**config.mk**
```make
export PLATFORM = sky130hd
export DESIGN_NAME = drct_refresh_tester
export DESIGN_NICKNAME = d
export VERILOG_FILES = /design/src/hdl/drct_pkg.sv /design/src/hdl/drct_strobe_gen.sv /design/src/hdl/drct_refresh_tester.sv
export SDC_FILE = /design/constraint.sdc
export NUM_CORES = 1
export LEC_CHECK = 0
export BUFFER_PORTS_ARGS = -buffer_cell sky130_fd_sc_hd__buf_2
export CORE_MARGIN = 2
export CORE_UTILIZATION = 51
export DETAILED_ROUTE_END_ITERATION = 7
export GPL_ROUTABILITY_DRIVEN = 0
export PLACE_DENSITY = 0.69
export SYNTH_ARGS = -nofsm -noshare
export SYNTH_HDL_FRONTEND = slang
export SYNTH_SLANG_ARGS = --single-unit
```
**constraint.sdc**
```tcl
create_clock -name clock -period 9.7 [get_ports clock]
set_input_delay 0.485 -clock clock [delete_from_list [all_inputs] [get_ports clock]]
set_output_delay 0.485 -clock clock [all_outputs]
set_load 0.02 [all_outputs]
```
**src/hdl/drct_pkg.sv**
```systemverilog
package drct_pkg;
  localparam int unsigned CLK_MHZ        = 125;
  localparam int unsigned ADDR_W         = 11;
  localparam int unsigned DATA_W         = 8;
  localparam int unsigned ROWS           = 1024;
  localparam int unsigned COLS           = 2048;
  localparam int unsigned INIT_CYCLES    = 8;
  localparam int unsigned POWERUP_US     = 200;
  localparam int unsigned POWERUP_CYC    = POWERUP_US * CLK_MHZ;
  localparam int unsigned REFRESH_MS_STD = 16;
  localparam int unsigned REFRESH_MS_LP  = 128;
  localparam int unsigned ROW_INTV_STD   = (REFRESH_MS_STD * 1000 * CLK_MHZ) / ROWS;
  localparam int unsigned ROW_ACTIVE_US  = 10;
  localparam int unsigned ROW_ACTIVE_CYC = ROW_ACTIVE_US * CLK_MHZ;
  localparam int unsigned PH_NS          = 80;
  localparam int unsigned PH_CYC         = (PH_NS * CLK_MHZ + 999) / 1000;
  localparam logic [7:0]  PH_CYC_W       = 8'(PH_CYC);

  typedef enum logic [3:0] {
    ST_IDLE    = 4'h0,
    ST_PWRUP   = 4'h1,
    ST_INIT    = 4'h3,
    ST_FILL    = 4'h2,
    ST_CNTREAD = 4'h6,
    ST_CNTWR   = 4'h7,
    ST_CHECK   = 4'h5,
    ST_DONE    = 4'h4,
    ST_REFR    = 4'h8
  } drct_state_e;

  typedef enum logic [2:0] {
    CY_NORMAL_WR = 3'h0,
    CY_NORMAL_RD = 3'h1,
    CY_CBR       = 3'h2,
    CY_CBR_RD    = 3'h3,
    CY_CBR_WR    = 3'h4
  } drct_cycle_e;
endpackage

```
**src/hdl/drct_strobe_gen.sv**
```systemverilog
`timescale 1ns/1ps
// One memory cycle on the strobes; phase lengths fixed at PH_CYC + 1 clocks.
module drct_strobe_gen
  import drct_pkg::*;
(
  input  wire logic              clock,
  input  wire logic              rst_n,
  input  wire logic              clockEnable,
  input  wire logic              start,
  input  wire logic [2:0]        cycleKind,
  input  wire logic [ADDR_W-1:0] rowAddr,
  input  wire logic [ADDR_W-1:0] colAddr,
  input  wire logic [DATA_W-1:0] wrData,
  input  wire logic [DATA_W-1:0] dataLinesIn,
  output logic                   busy,
  output logic                   done,
  output logic [DATA_W-1:0]      rdData,
  output logic                   rowStrobe_n,
  output logic                   colStrobe_n,
  output logic                   writeStrobe_n,
  output logic [ADDR_W-1:0]      addressInputs,
  output logic [DATA_W-1:0]      dataLinesOut,
  output logic                   dataLinesOe_n
);
  logic [2:0] phase_reg;
  logic [7:0] tick_reg;
  logic [2:0] kind_reg;
  logic       cbr;
  logic       isWr;
  assign cbr  = (kind_reg == CY_CBR) || (kind_reg == CY_CBR_RD) || (kind_reg == CY_CBR_WR);
  assign isWr = (kind_reg == CY_NORMAL_WR) || (kind_reg == CY_CBR_WR);

  always_ff @(posedge clock or negedge rst_n) begin
    if (!rst_n) begin
      phase_reg     <= 3'h0;
      tick_reg      <= 8'h00;
      kind_reg      <= 3'h0;
      busy          <= 1'b0;
      done          <= 1'b0;
      rdData        <= 8'h00;
      rowStrobe_n   <= 1'b1;
      colStrobe_n   <= 1'b1;
      writeStrobe_n <= 1'b1;
      addressInputs <= 11'h000;
      dataLinesOut  <= 8'h00;
      dataLinesOe_n <= 1'b1;
    end else if (clockEnable) begin
      done <= 1'b0;
      if (!busy) begin
        if (start) begin
          busy      <= 1'b1;
          kind_reg  <= cycleKind;
          phase_reg <= 3'h1;
          tick_reg  <= PH_CYC_W;
          addressInputs <= rowAddr;
          dataLinesOut  <= wrData;
        end
      end else if (tick_reg != 8'h00) begin
        tick_reg <= tick_reg - 8'h01;
      end else begin
        tick_reg  <= PH_CYC_W;
        phase_reg <= phase_reg + 3'h1;
        case (phase_reg)
          3'h1: begin
            // Write level set on the same edge as the first strobe falls
            writeStrobe_n <= ~isWr;
            dataLinesOe_n <= ~isWr;
            if (cbr) colStrobe_n <= 1'b0;
            else rowStrobe_n <= 1'b0;
          end
          3'h2: begin
            addressInputs <= colAddr; // Row plus column fields pick one byte
            if (cbr) rowStrobe_n <= 1'b0;
          end
          3'h3: begin
            // Counter-test cycle: CAS cycled after RAS with column address
            if (kind_reg == CY_CBR_RD || kind_reg == CY_CBR_WR) colStrobe_n <= 1'b1;
            else colStrobe_n <= 1'b0;
          end
          3'h4: colStrobe_n <= 1'b0;
          3'h5: begin
            // Data is unlatched: sample while the column strobe is low
            rdData        <= dataLinesIn;
            rowStrobe_n   <= 1'b1;
            colStrobe_n   <= 1'b1;
            writeStrobe_n <= 1'b1;
            dataLinesOe_n <= 1'b1;
          end
          default: begin
            busy      <= 1'b0;
            done      <= 1'b1;
            phase_reg <= 3'h0;
          end
        endcase
      end
    end
  end

  // Row strobe held well under its active limit by the fixed phases
  rowlimit_a: assert property (@(posedge clock) disable iff (!rst_n)
    $fell(rowStrobe_n) |-> ##[1:200] rowStrobe_n)
    else $error("row strobe held too long");
  cbrorder_a: assert property (@(posedge clock) disable iff (!rst_n)
    ($fell(rowStrobe_n) && cbr) |-> !colStrobe_n)
    else $error("column strobe not first in refresh");
  wrlevel_a: assert property (@(posedge clock) disable iff (!rst_n)
    $fell(colStrobe_n) |-> (writeStrobe_n == !isWr))
    else $error("write level wrong at column strobe");
endmodule

```
**src/hdl/drct_refresh_tester.sv**
```systemverilog
`timescale 1ns/1ps
// Operation
// - Counter-test cycles are read-write; write strobe level picks the phase.
// - At least 8 column-first refresh cycles precede the test.
// - Step one writes the first pattern to every cell with normal writes.
// - Step two: fixed column, 1024 counter reads expecting the pattern.
// - Step three: fixed column, 1024 counter writes of the complement.
// - Step four: normal reads check the complement in the test column.
// - Whole sequence repeats with inverted data.
// - All 1024 rows refreshed within 16 ms, or 128 ms low-power.
// - Row strobe active no longer than 10 us.
// - Column strobe before row strobe selects counter refresh.
// - After power-up wait 200 us, then 8 row strobe cycles.
// - Low write strobe writes; high before column strobe reads.
module drct_refresh_tester
  import drct_pkg::*;
#(
  parameter int unsigned POWERUP_WAIT = POWERUP_CYC,
  parameter int unsigned ROW_INTERVAL = ROW_INTV_STD,
  parameter int unsigned FILL_ROWS    = ROWS,
  parameter int unsigned FILL_COLS    = COLS,
  parameter int unsigned TEST_ROWS    = ROWS
)(
  input  wire logic              clock,
  input  wire logic              arst_n,
  input  wire logic              clockEnable,
  input  wire logic              testStart,
  input  wire logic [ADDR_W-1:0] testColumn,
  input  wire logic [DATA_W-1:0] dataLinesIn,
  output logic                   rowStrobe_n,
  output logic                   colStrobe_n,
  output logic                   writeStrobe_n,
  output logic [ADDR_W-1:0]      addressInputs,
  output logic [DATA_W-1:0]      dataLinesOut,
  output logic                   dataLinesOe_n,
  output logic                   ready,
  output logic                   testBusy,
  output logic                   testDone,
  output logic                   testFail,
  output logic [ADDR_W-1:0]      failRow,
  output logic [ADDR_W-1:0]      failCol
);
  logic [1:0]        rstSync_reg;
  logic              rst_n;
  drct_state_e       retState_reg;
  logic [DATA_W-1:0] dinS1_reg;
  logic [DATA_W-1:0] dinS2_reg;
  drct_state_e       state_reg;
  logic [31:0]       wait_reg;
  logic [31:0]       refTimer_reg;
  logic              refDue_reg;
  logic [ADDR_W-1:0] row_reg;
  logic [ADDR_W-1:0] col_reg;
  logic [ADDR_W-1:0] testCol_reg;
  logic [DATA_W-1:0] pattern_reg;
  logic              pass_reg;
  logic [10:0]       count_reg;
  logic              start_reg;
  logic [2:0]        kind_reg;
  logic [DATA_W-1:0] wdata_reg;
  logic              busy;
  logic              cycDone;
  logic [DATA_W-1:0] rdData;
  logic              cycPending_reg;
  logic              checkRead_reg;

  always_ff @(posedge clock or negedge arst_n) begin
    if (!arst_n) rstSync_reg <= 2'h0;
    else rstSync_reg <= {rstSync_reg[0], 1'b1};
  end
  assign rst_n = rstSync_reg[1];

  // Data pins are asynchronous to our clock
  always_ff @(posedge clock or negedge rst_n) begin
    if (!rst_n) begin
      dinS1_reg <= 8'h00;
      dinS2_reg <= 8'h00;
    end else if (clockEnable) begin
      dinS1_reg <= dataLinesIn;
      dinS2_reg <= dinS1_reg;
    end
  end

  // Distributed refresh: one row per interval keeps 1024 rows inside 16 ms
  always_ff @(posedge clock or negedge rst_n) begin
    if (!rst_n) begin
      refTimer_reg <= 32'h0;
      refDue_reg   <= 1'b0;
    end else if (clockEnable) begin
      if (refTimer_reg >= ROW_INTERVAL - 1) begin
        refTimer_reg <= 32'h0;
        refDue_reg   <= 1'b1;
      end else begin
        refTimer_reg <= refTimer_reg + 32'h1;
        if (state_reg == ST_REFR && cycDone) refDue_reg <= 1'b0;
      end
    end
  end

  always_ff @(posedge clock or negedge rst_n) begin
    if (!rst_n) begin
      state_reg      <= ST_PWRUP;
      retState_reg   <= ST_IDLE;
      wait_reg       <= 32'h0;
      row_reg        <= 11'h000;
      col_reg        <= 11'h000;
      testCol_reg    <= 11'h000;
      pattern_reg    <= 8'h00;
      pass_reg       <= 1'b0;
      count_reg      <= 11'h000;
      start_reg      <= 1'b0;
      kind_reg       <= CY_CBR;
      wdata_reg      <= 8'h00;
      cycPending_reg <= 1'b0;
      checkRead_reg  <= 1'b0;
      ready          <= 1'b0;
      testBusy       <= 1'b0;
      testDone       <= 1'b0;
      testFail       <= 1'b0;
      failRow        <= 11'h000;
      failCol        <= 11'h000;
    end else if (clockEnable) begin
      start_reg <= 1'b0;
      testDone  <= 1'b0;
      if (cycDone && checkRead_reg && rdData != wdata_reg && !testFail) begin
        testFail <= 1'b1;
        failRow  <= (kind_reg == CY_CBR_RD) ? count_reg : row_reg;
        failCol  <= col_reg;
      end
      if (cycDone) cycPending_reg <= 1'b0;
      case (state_reg)
        ST_PWRUP: begin
          if (wait_reg >= POWERUP_WAIT - 1) begin
            wait_reg  <= 32'h0;
            state_reg <= ST_INIT;
          end else wait_reg <= wait_reg + 32'h1;
        end
        ST_INIT: begin
          // Column-first cycles also strobe the row, covering wake-up and counter init
          if (!busy && !cycPending_reg && !start_reg) begin
            if (count_reg == 11'(INIT_CYCLES)) begin
              count_reg <= 11'h000;
              ready     <= 1'b1;
              state_reg <= ST_IDLE;
            end else begin
              kind_reg  <= CY_CBR;
              start_reg <= 1'b1;
              cycPending_reg <= 1'b1;
              count_reg <= count_reg + 11'h001;
            end
          end
        end
        ST_IDLE: begin
          if (refDue_reg) begin
            retState_reg <= ST_IDLE;
            state_reg    <= ST_REFR;
          end else if (testStart) begin
            testBusy    <= 1'b1;
            testFail    <= 1'b0;
            testCol_reg <= testColumn;
            pattern_reg <= 8'h00;
            pass_reg    <= 1'b0;
            row_reg     <= 11'h000;
            col_reg     <= 11'h000;
            state_reg   <= ST_FILL;
          end
        end
        ST_REFR: begin
          if (!busy && !cycPending_reg && !start_reg && refDue_reg) begin
            kind_reg  <= CY_CBR;
            // Refresh carries no data; a stale read flag would fail it
            checkRead_reg <= 1'b0;
            start_reg <= 1'b1;
            cycPending_reg <= 1'b1;
          end else if (cycDone) state_reg <= retState_reg;
        end
        default: begin
          // No column-first refresh in counter steps: it would step the device
          // counter and skip a row; each counter-test cycle refreshes a row
          if (refDue_reg && !busy && !cycPending_reg && !start_reg &&
              state_reg != ST_CNTREAD && state_reg != ST_CNTWR) begin
            retState_reg <= state_reg;
            state_reg    <= ST_REFR;
          end else if (!busy && !cycPending_reg && !start_reg) begin
            case (state_reg)
              ST_FILL: begin
                kind_reg  <= CY_NORMAL_WR;
                wdata_reg <= pattern_reg;
                checkRead_reg <= 1'b0;
                if (col_reg == 11'(FILL_COLS - 1)) begin
                  col_reg <= 11'h000;
                  if (row_reg == 11'(FILL_ROWS - 1)) begin
                    row_reg   <= 11'h000;
                    count_reg <= 11'h000;
                    state_reg <= ST_CNTREAD;
                  end else row_reg <= row_reg + 11'h001;
                end else col_reg <= col_reg + 11'h001;
                start_reg <= 1'b1;
                cycPending_reg <= 1'b1;
              end
              ST_CNTREAD: begin
                col_reg   <= testCol_reg;
                kind_reg  <= CY_CBR_RD;
                wdata_reg <= pattern_reg;
                checkRead_reg <= 1'b1;
                start_reg <= 1'b1;
                cycPending_reg <= 1'b1;
                if (count_reg == 11'(TEST_ROWS - 1)) begin
                  count_reg <= 11'h000;
                  state_reg <= ST_CNTWR;
                end else count_reg <= count_reg + 11'h001;
              end
              ST_CNTWR: begin
                kind_reg  <= CY_CBR_WR;
                wdata_reg <= ~pattern_reg;
                checkRead_reg <= 1'b0;
                start_reg <= 1'b1;
                cycPending_reg <= 1'b1;
                if (count_reg == 11'(TEST_ROWS - 1)) begin
                  count_reg <= 11'h000;
                  // One below row zero: the check step advances before each read
                  row_reg   <= 11'h7FF;
                  state_reg <= ST_CHECK;
                end else count_reg <= count_reg + 11'h001;
              end
              ST_CHECK: begin
                kind_reg  <= CY_NORMAL_RD;
                wdata_reg <= ~pattern_reg;
                checkRead_reg <= 1'b1;
                start_reg <= 1'b1;
                cycPending_reg <= 1'b1;
                if (row_reg == 11'(TEST_ROWS - 2)) state_reg <= ST_DONE;
                row_reg <= row_reg + 11'h001;
              end
              ST_DONE: begin
                checkRead_reg <= 1'b0;
                if (!pass_reg) begin
                  pass_reg    <= 1'b1;
                  pattern_reg <= 8'hFF;
                  row_reg     <= 11'h000;
                  col_reg     <= 11'h000;
                  state_reg   <= ST_FILL;
                end else begin
                  testBusy  <= 1'b0;
                  testDone  <= 1'b1;
                  state_reg <= ST_IDLE;
                end
              end
              default: state_reg <= ST_IDLE;
            endcase
          end
        end
      endcase
    end
  end

  drct_strobe_gen u_strobe (
    .clock         (clock),
    .rst_n         (rst_n),
    .clockEnable   (clockEnable),
    .start         (start_reg),
    .cycleKind     (kind_reg),
    .rowAddr       (row_reg),
    .colAddr       (col_reg),
    .wrData        (wdata_reg),
    .dataLinesIn   (dinS2_reg),
    .busy          (busy),
    .done          (cycDone),
    .rdData        (rdData),
    .rowStrobe_n   (rowStrobe_n),
    .colStrobe_n   (colStrobe_n),
    .writeStrobe_n (writeStrobe_n),
    .addressInputs (addressInputs),
    .dataLinesOut  (dataLinesOut),
    .dataLinesOe_n (dataLinesOe_n)
  );

  initcnt_a: assert property (@(posedge clock) disable iff (!rst_n)
    $rose(ready) |-> $past(count_reg) == 11'(INIT_CYCLES))
    else $error("too few init cycles");
  cntstep_a: assert property (@(posedge clock) disable iff (!rst_n)
    (state_reg == ST_CNTREAD && $past(state_reg) != ST_CNTREAD) |-> count_reg == 11'h000)
    else $error("counter step not from zero");
  failflag_a: assert property (@(posedge clock) disable iff (!rst_n)
    (clockEnable && cycDone && checkRead_reg && rdData != wdata_reg) |=> testFail)
    else $error("mismatch not flagged");
  invpass_a: assert property (@(posedge clock) disable iff (!rst_n)
    $rose(pass_reg) |-> pattern_reg == 8'hFF)
    else $error("second pass not inverted");
  cbrcol_a: assert property (@(posedge clock) disable iff (!rst_n)
    (start_reg && kind_reg == CY_CBR_WR) |-> col_reg == testCol_reg)
    else $error("counter write column moved");
endmodule

```
==> impl_metrics.py <==
metrics = {
    "clock_tree": {
        "cts_sinks": 209,
        "cts_tree": "built",
        "clk_latency_ns": 0.51,
        "h-tree-depth": 1,
        "post_cts_buffers": 0,
        "clock_path_buffers": 3,
        "numCtsBuffers": 23,
        "clk_pin_slew_worst_paths_ns": 0.06,
        "root_buffer": "clkbuf_16",
    },
    "floorplanning": {
        "core_area_um2": 20230,
        "die_y_um": 147.5,
        "initial_core_util_pct": 51.88,
        "dieWidth_um": 147.5,
        "die_area_um2": 21750,
        "row_count": 52,
        "ios": 72,
    },
    "timing": {
        "maxClockFrequency_mhz": 324.9,
        "fin_ws_ns": 6.622,
        "period_share_pct": 31.73,
        "setup_violations": 0,
        "max_slew_margin_pct": 20.38,
        "hold_violations": 0,
        "fin_skew_ns": 0.01441,
        "slew_viol_final": 0,
        "layout_min_cycle_time_ns": 3.078,
        "finalSetupTns_ns": 0,
        "worst_pin_slew_ns": 1.192,
        "rsz0062_at_grt": "false",
    },
    "synth": {
        "yosysTopAreaCell": "dfrtp_1",
        "netlist_instances": 1040,
        "synth_ff_type": "dfrtp_1",
        "synthTopCellsByArea": "dfrtp_1, mux2_2, nor2_1",
        "syn_nets": 1078,
        "synth_commonest_cells": "dfrtp_1, nor2_1, mux2_2, o21ai_0, nand2_1",
        "synth_top_area_share_pct": 48.63,
        "yosysWarningCount": 0,
        "synth.most_common_cell": "dfrtp_1",
        "avgSynthCellArea_um2": 10.09,
        "synth_cell_types": 75,
        "yosysSeqAreaShare_pct": 49.88,
        "synthArstFlopShare_pct": 100.0,
        "synth-edff-count": 0,
        "netlist_area_um2": 10500,
        "synth-seq-cells": 209,
    },
    "global_route": {
        "grt_use_total_pct": 20.81,
        "antenna_found_initial": 0,
        "grt_pass1_wl_um": 37890,
        "grt_overflow_total": 0,
        "grt_start_max_net_pins": 80,
        "grt_pass1_vias": 7503,
    },
    "worst_setup_path": {
        "crit_required_ns": 10.12,
        "start_kind": "flip-flop",
        "crit_type": "reg2reg",
        "rrSetupSlack_ns": 6.62,
        "crit_fanout": 22,
        "cp_data_arrival_time_ns": 3.50,
        "cp-end-kind": "flip-flop",
    },
    "cells_and_area": {
        "nets": 1128,
        "seq_area_um2": 5240,
        "diodes": 0,
        "fillers": 1704,
        "multi_input_area_um2": 4903,
        "layout-drive-gt1-share_pct": 19.82,
        "area_delta_synth_final_pct": 11.93,
    },
    "pwr": {
        "max-vdd-ir-drop_v": 0.0001973,
        "power.leakage_nw": 5.510,
        "power.density_nw_per_um2": 231.4,
    },
    "drt": {
        "routed_via_density": 5.876,
        "drt_iter0_markers": 445,
        "drt_wl_total_um": 22680,
        "wl_per_cell_um": 16.49,
        "drc": 0,
        "first_pass_iters": 5,
        "vias": 8079,
        "ant_nets": 0,
    },
    "run_status": {
        "outcome": "finished clean",
    },
    "worst_hold_path": {
        "hold_class": "in2reg",
    },
    "placed_design": {
        "numPortBuffers": 71,
        "dpl.hpwl_um": 15500,
        "dp_slack_ns": 6.638,
    },
    "flow_run": {
        "max_cap_violations": 0,
    },
}
## critical path, stage by stage (launching register included)
cell	delay, ns
dfrtp_1	0.70
nor3_1	0.72
o2bb2ai_1	0.17
a211oi_2	0.32
o211ai_1	0.48
nand2b_1	0.41
o21ai_0	0.19
## layout by cell type, fill, tap and decap left out, drive strengths merged, types with 14 or more instances in the layout
master / count
dfrtp: 204
nor2: 111
o21ai: 78
buf: 78
mux2: 77
nand2: 74
a21oi: 58
nand3: 42
clkbuf: 33
inv: 30
a31oi: 27
and3: 26
nor3: 22
nor4: 19
xnor2: 18
ha: 15
nand4: 14
## stage by stage
step / hold slack, ns / instance area [µm²] / util (%) / total power, mW / instances
2_1_floorplan: 0.1894 / 10500 / - / 1.691 / 1040
3_3_place_gp: 0.2746 / 11000 / 54.35 / 1.853 / 1334
3_5_place_dp: 0.2762 / 11000 / 54.35 / 1.864 / 1334
4_1_cts: 0.1875 / 11750 / 58.07 / 2.734 / 1375
5_1_grt: 0.1836 / 11750 / 58.07 / 2.875 / 1375
6_report: 0.2047 / 11750 / 58.07 / 2.719 / 1375
## timing repair
item	4_1_cts	5_1_grt
setup endpoints to repair	0	0
hold endpoints to repair	2	0
hold buffers	1	0
resized for setup	0	0
## cell type report
cell class,count,share of cell area [%]
repair buffers,79,3.557
multi-input cells,748,41.73
flip-flops and latches,209,44.60
clock inverters,7,0.7560
clock buffers,33,5.559
inverters,29,0.9264
well taps,270,2.875
## kinds of logic (layout without fill, tap and decap cells)
family,Yosys count,in the layout,share of synthesized area [%]
AO/OA/AOI/OAI,243,243,14.73
XOR/XNOR,28,28,2.336
adder cells (fa/ha/maj),15,15,1.788
buffers and inverters,83,148,3.468
flip-flops,209,209,49.88
multiplexers,90,90,9.535
other,1,1,0.03572
AND/OR/NAND/NOR,371,371,18.22
## per-layer routing
metal	vias to the layer above	part of all wire, %	track usage, %
met1	3925	48	30.73
met5	-	0	0
met2	241	45	32.38
met4	0	1.8	4.952
li1	3877	-	-
met3	36	5.3	3.457
## final timing paths
path	start	end	cells past startpoint
setup / recovery	u_strobe.busy$_DFFE_PN0P_	col_reg[7]$_DFFE_PN0P_	6
hold / removal	dataLinesIn[5]	dinS1_reg[5]$_DFFE_PN0P_	2
setup reg to reg	u_strobe.busy$_DFFE_PN0P_	col_reg[7]$_DFFE_PN0P_	6
hold reg to reg	rstSync_reg[0]$_DFF_PN0_	rstSync_reg[1]$_DFF_PN0_	0
max in group asynchronous	rstSync_reg[1]$_DFF_PN0_	u_strobe.kind_reg[2]$_DFFE_PN0P_	2
min in group asynchronous	arst_n	rstSync_reg[1]$_DFF_PN0_	2
## where the power goes
part           leakage (nW)  switching (mW)  total [mW]  internal (mW)
Sequential             2.78           0.166        1.16          0.998
Combinational          2.37           0.410       0.697          0.287
Clock                 0.368           0.339       0.858          0.519
Power figures use the tool's default switching activity.
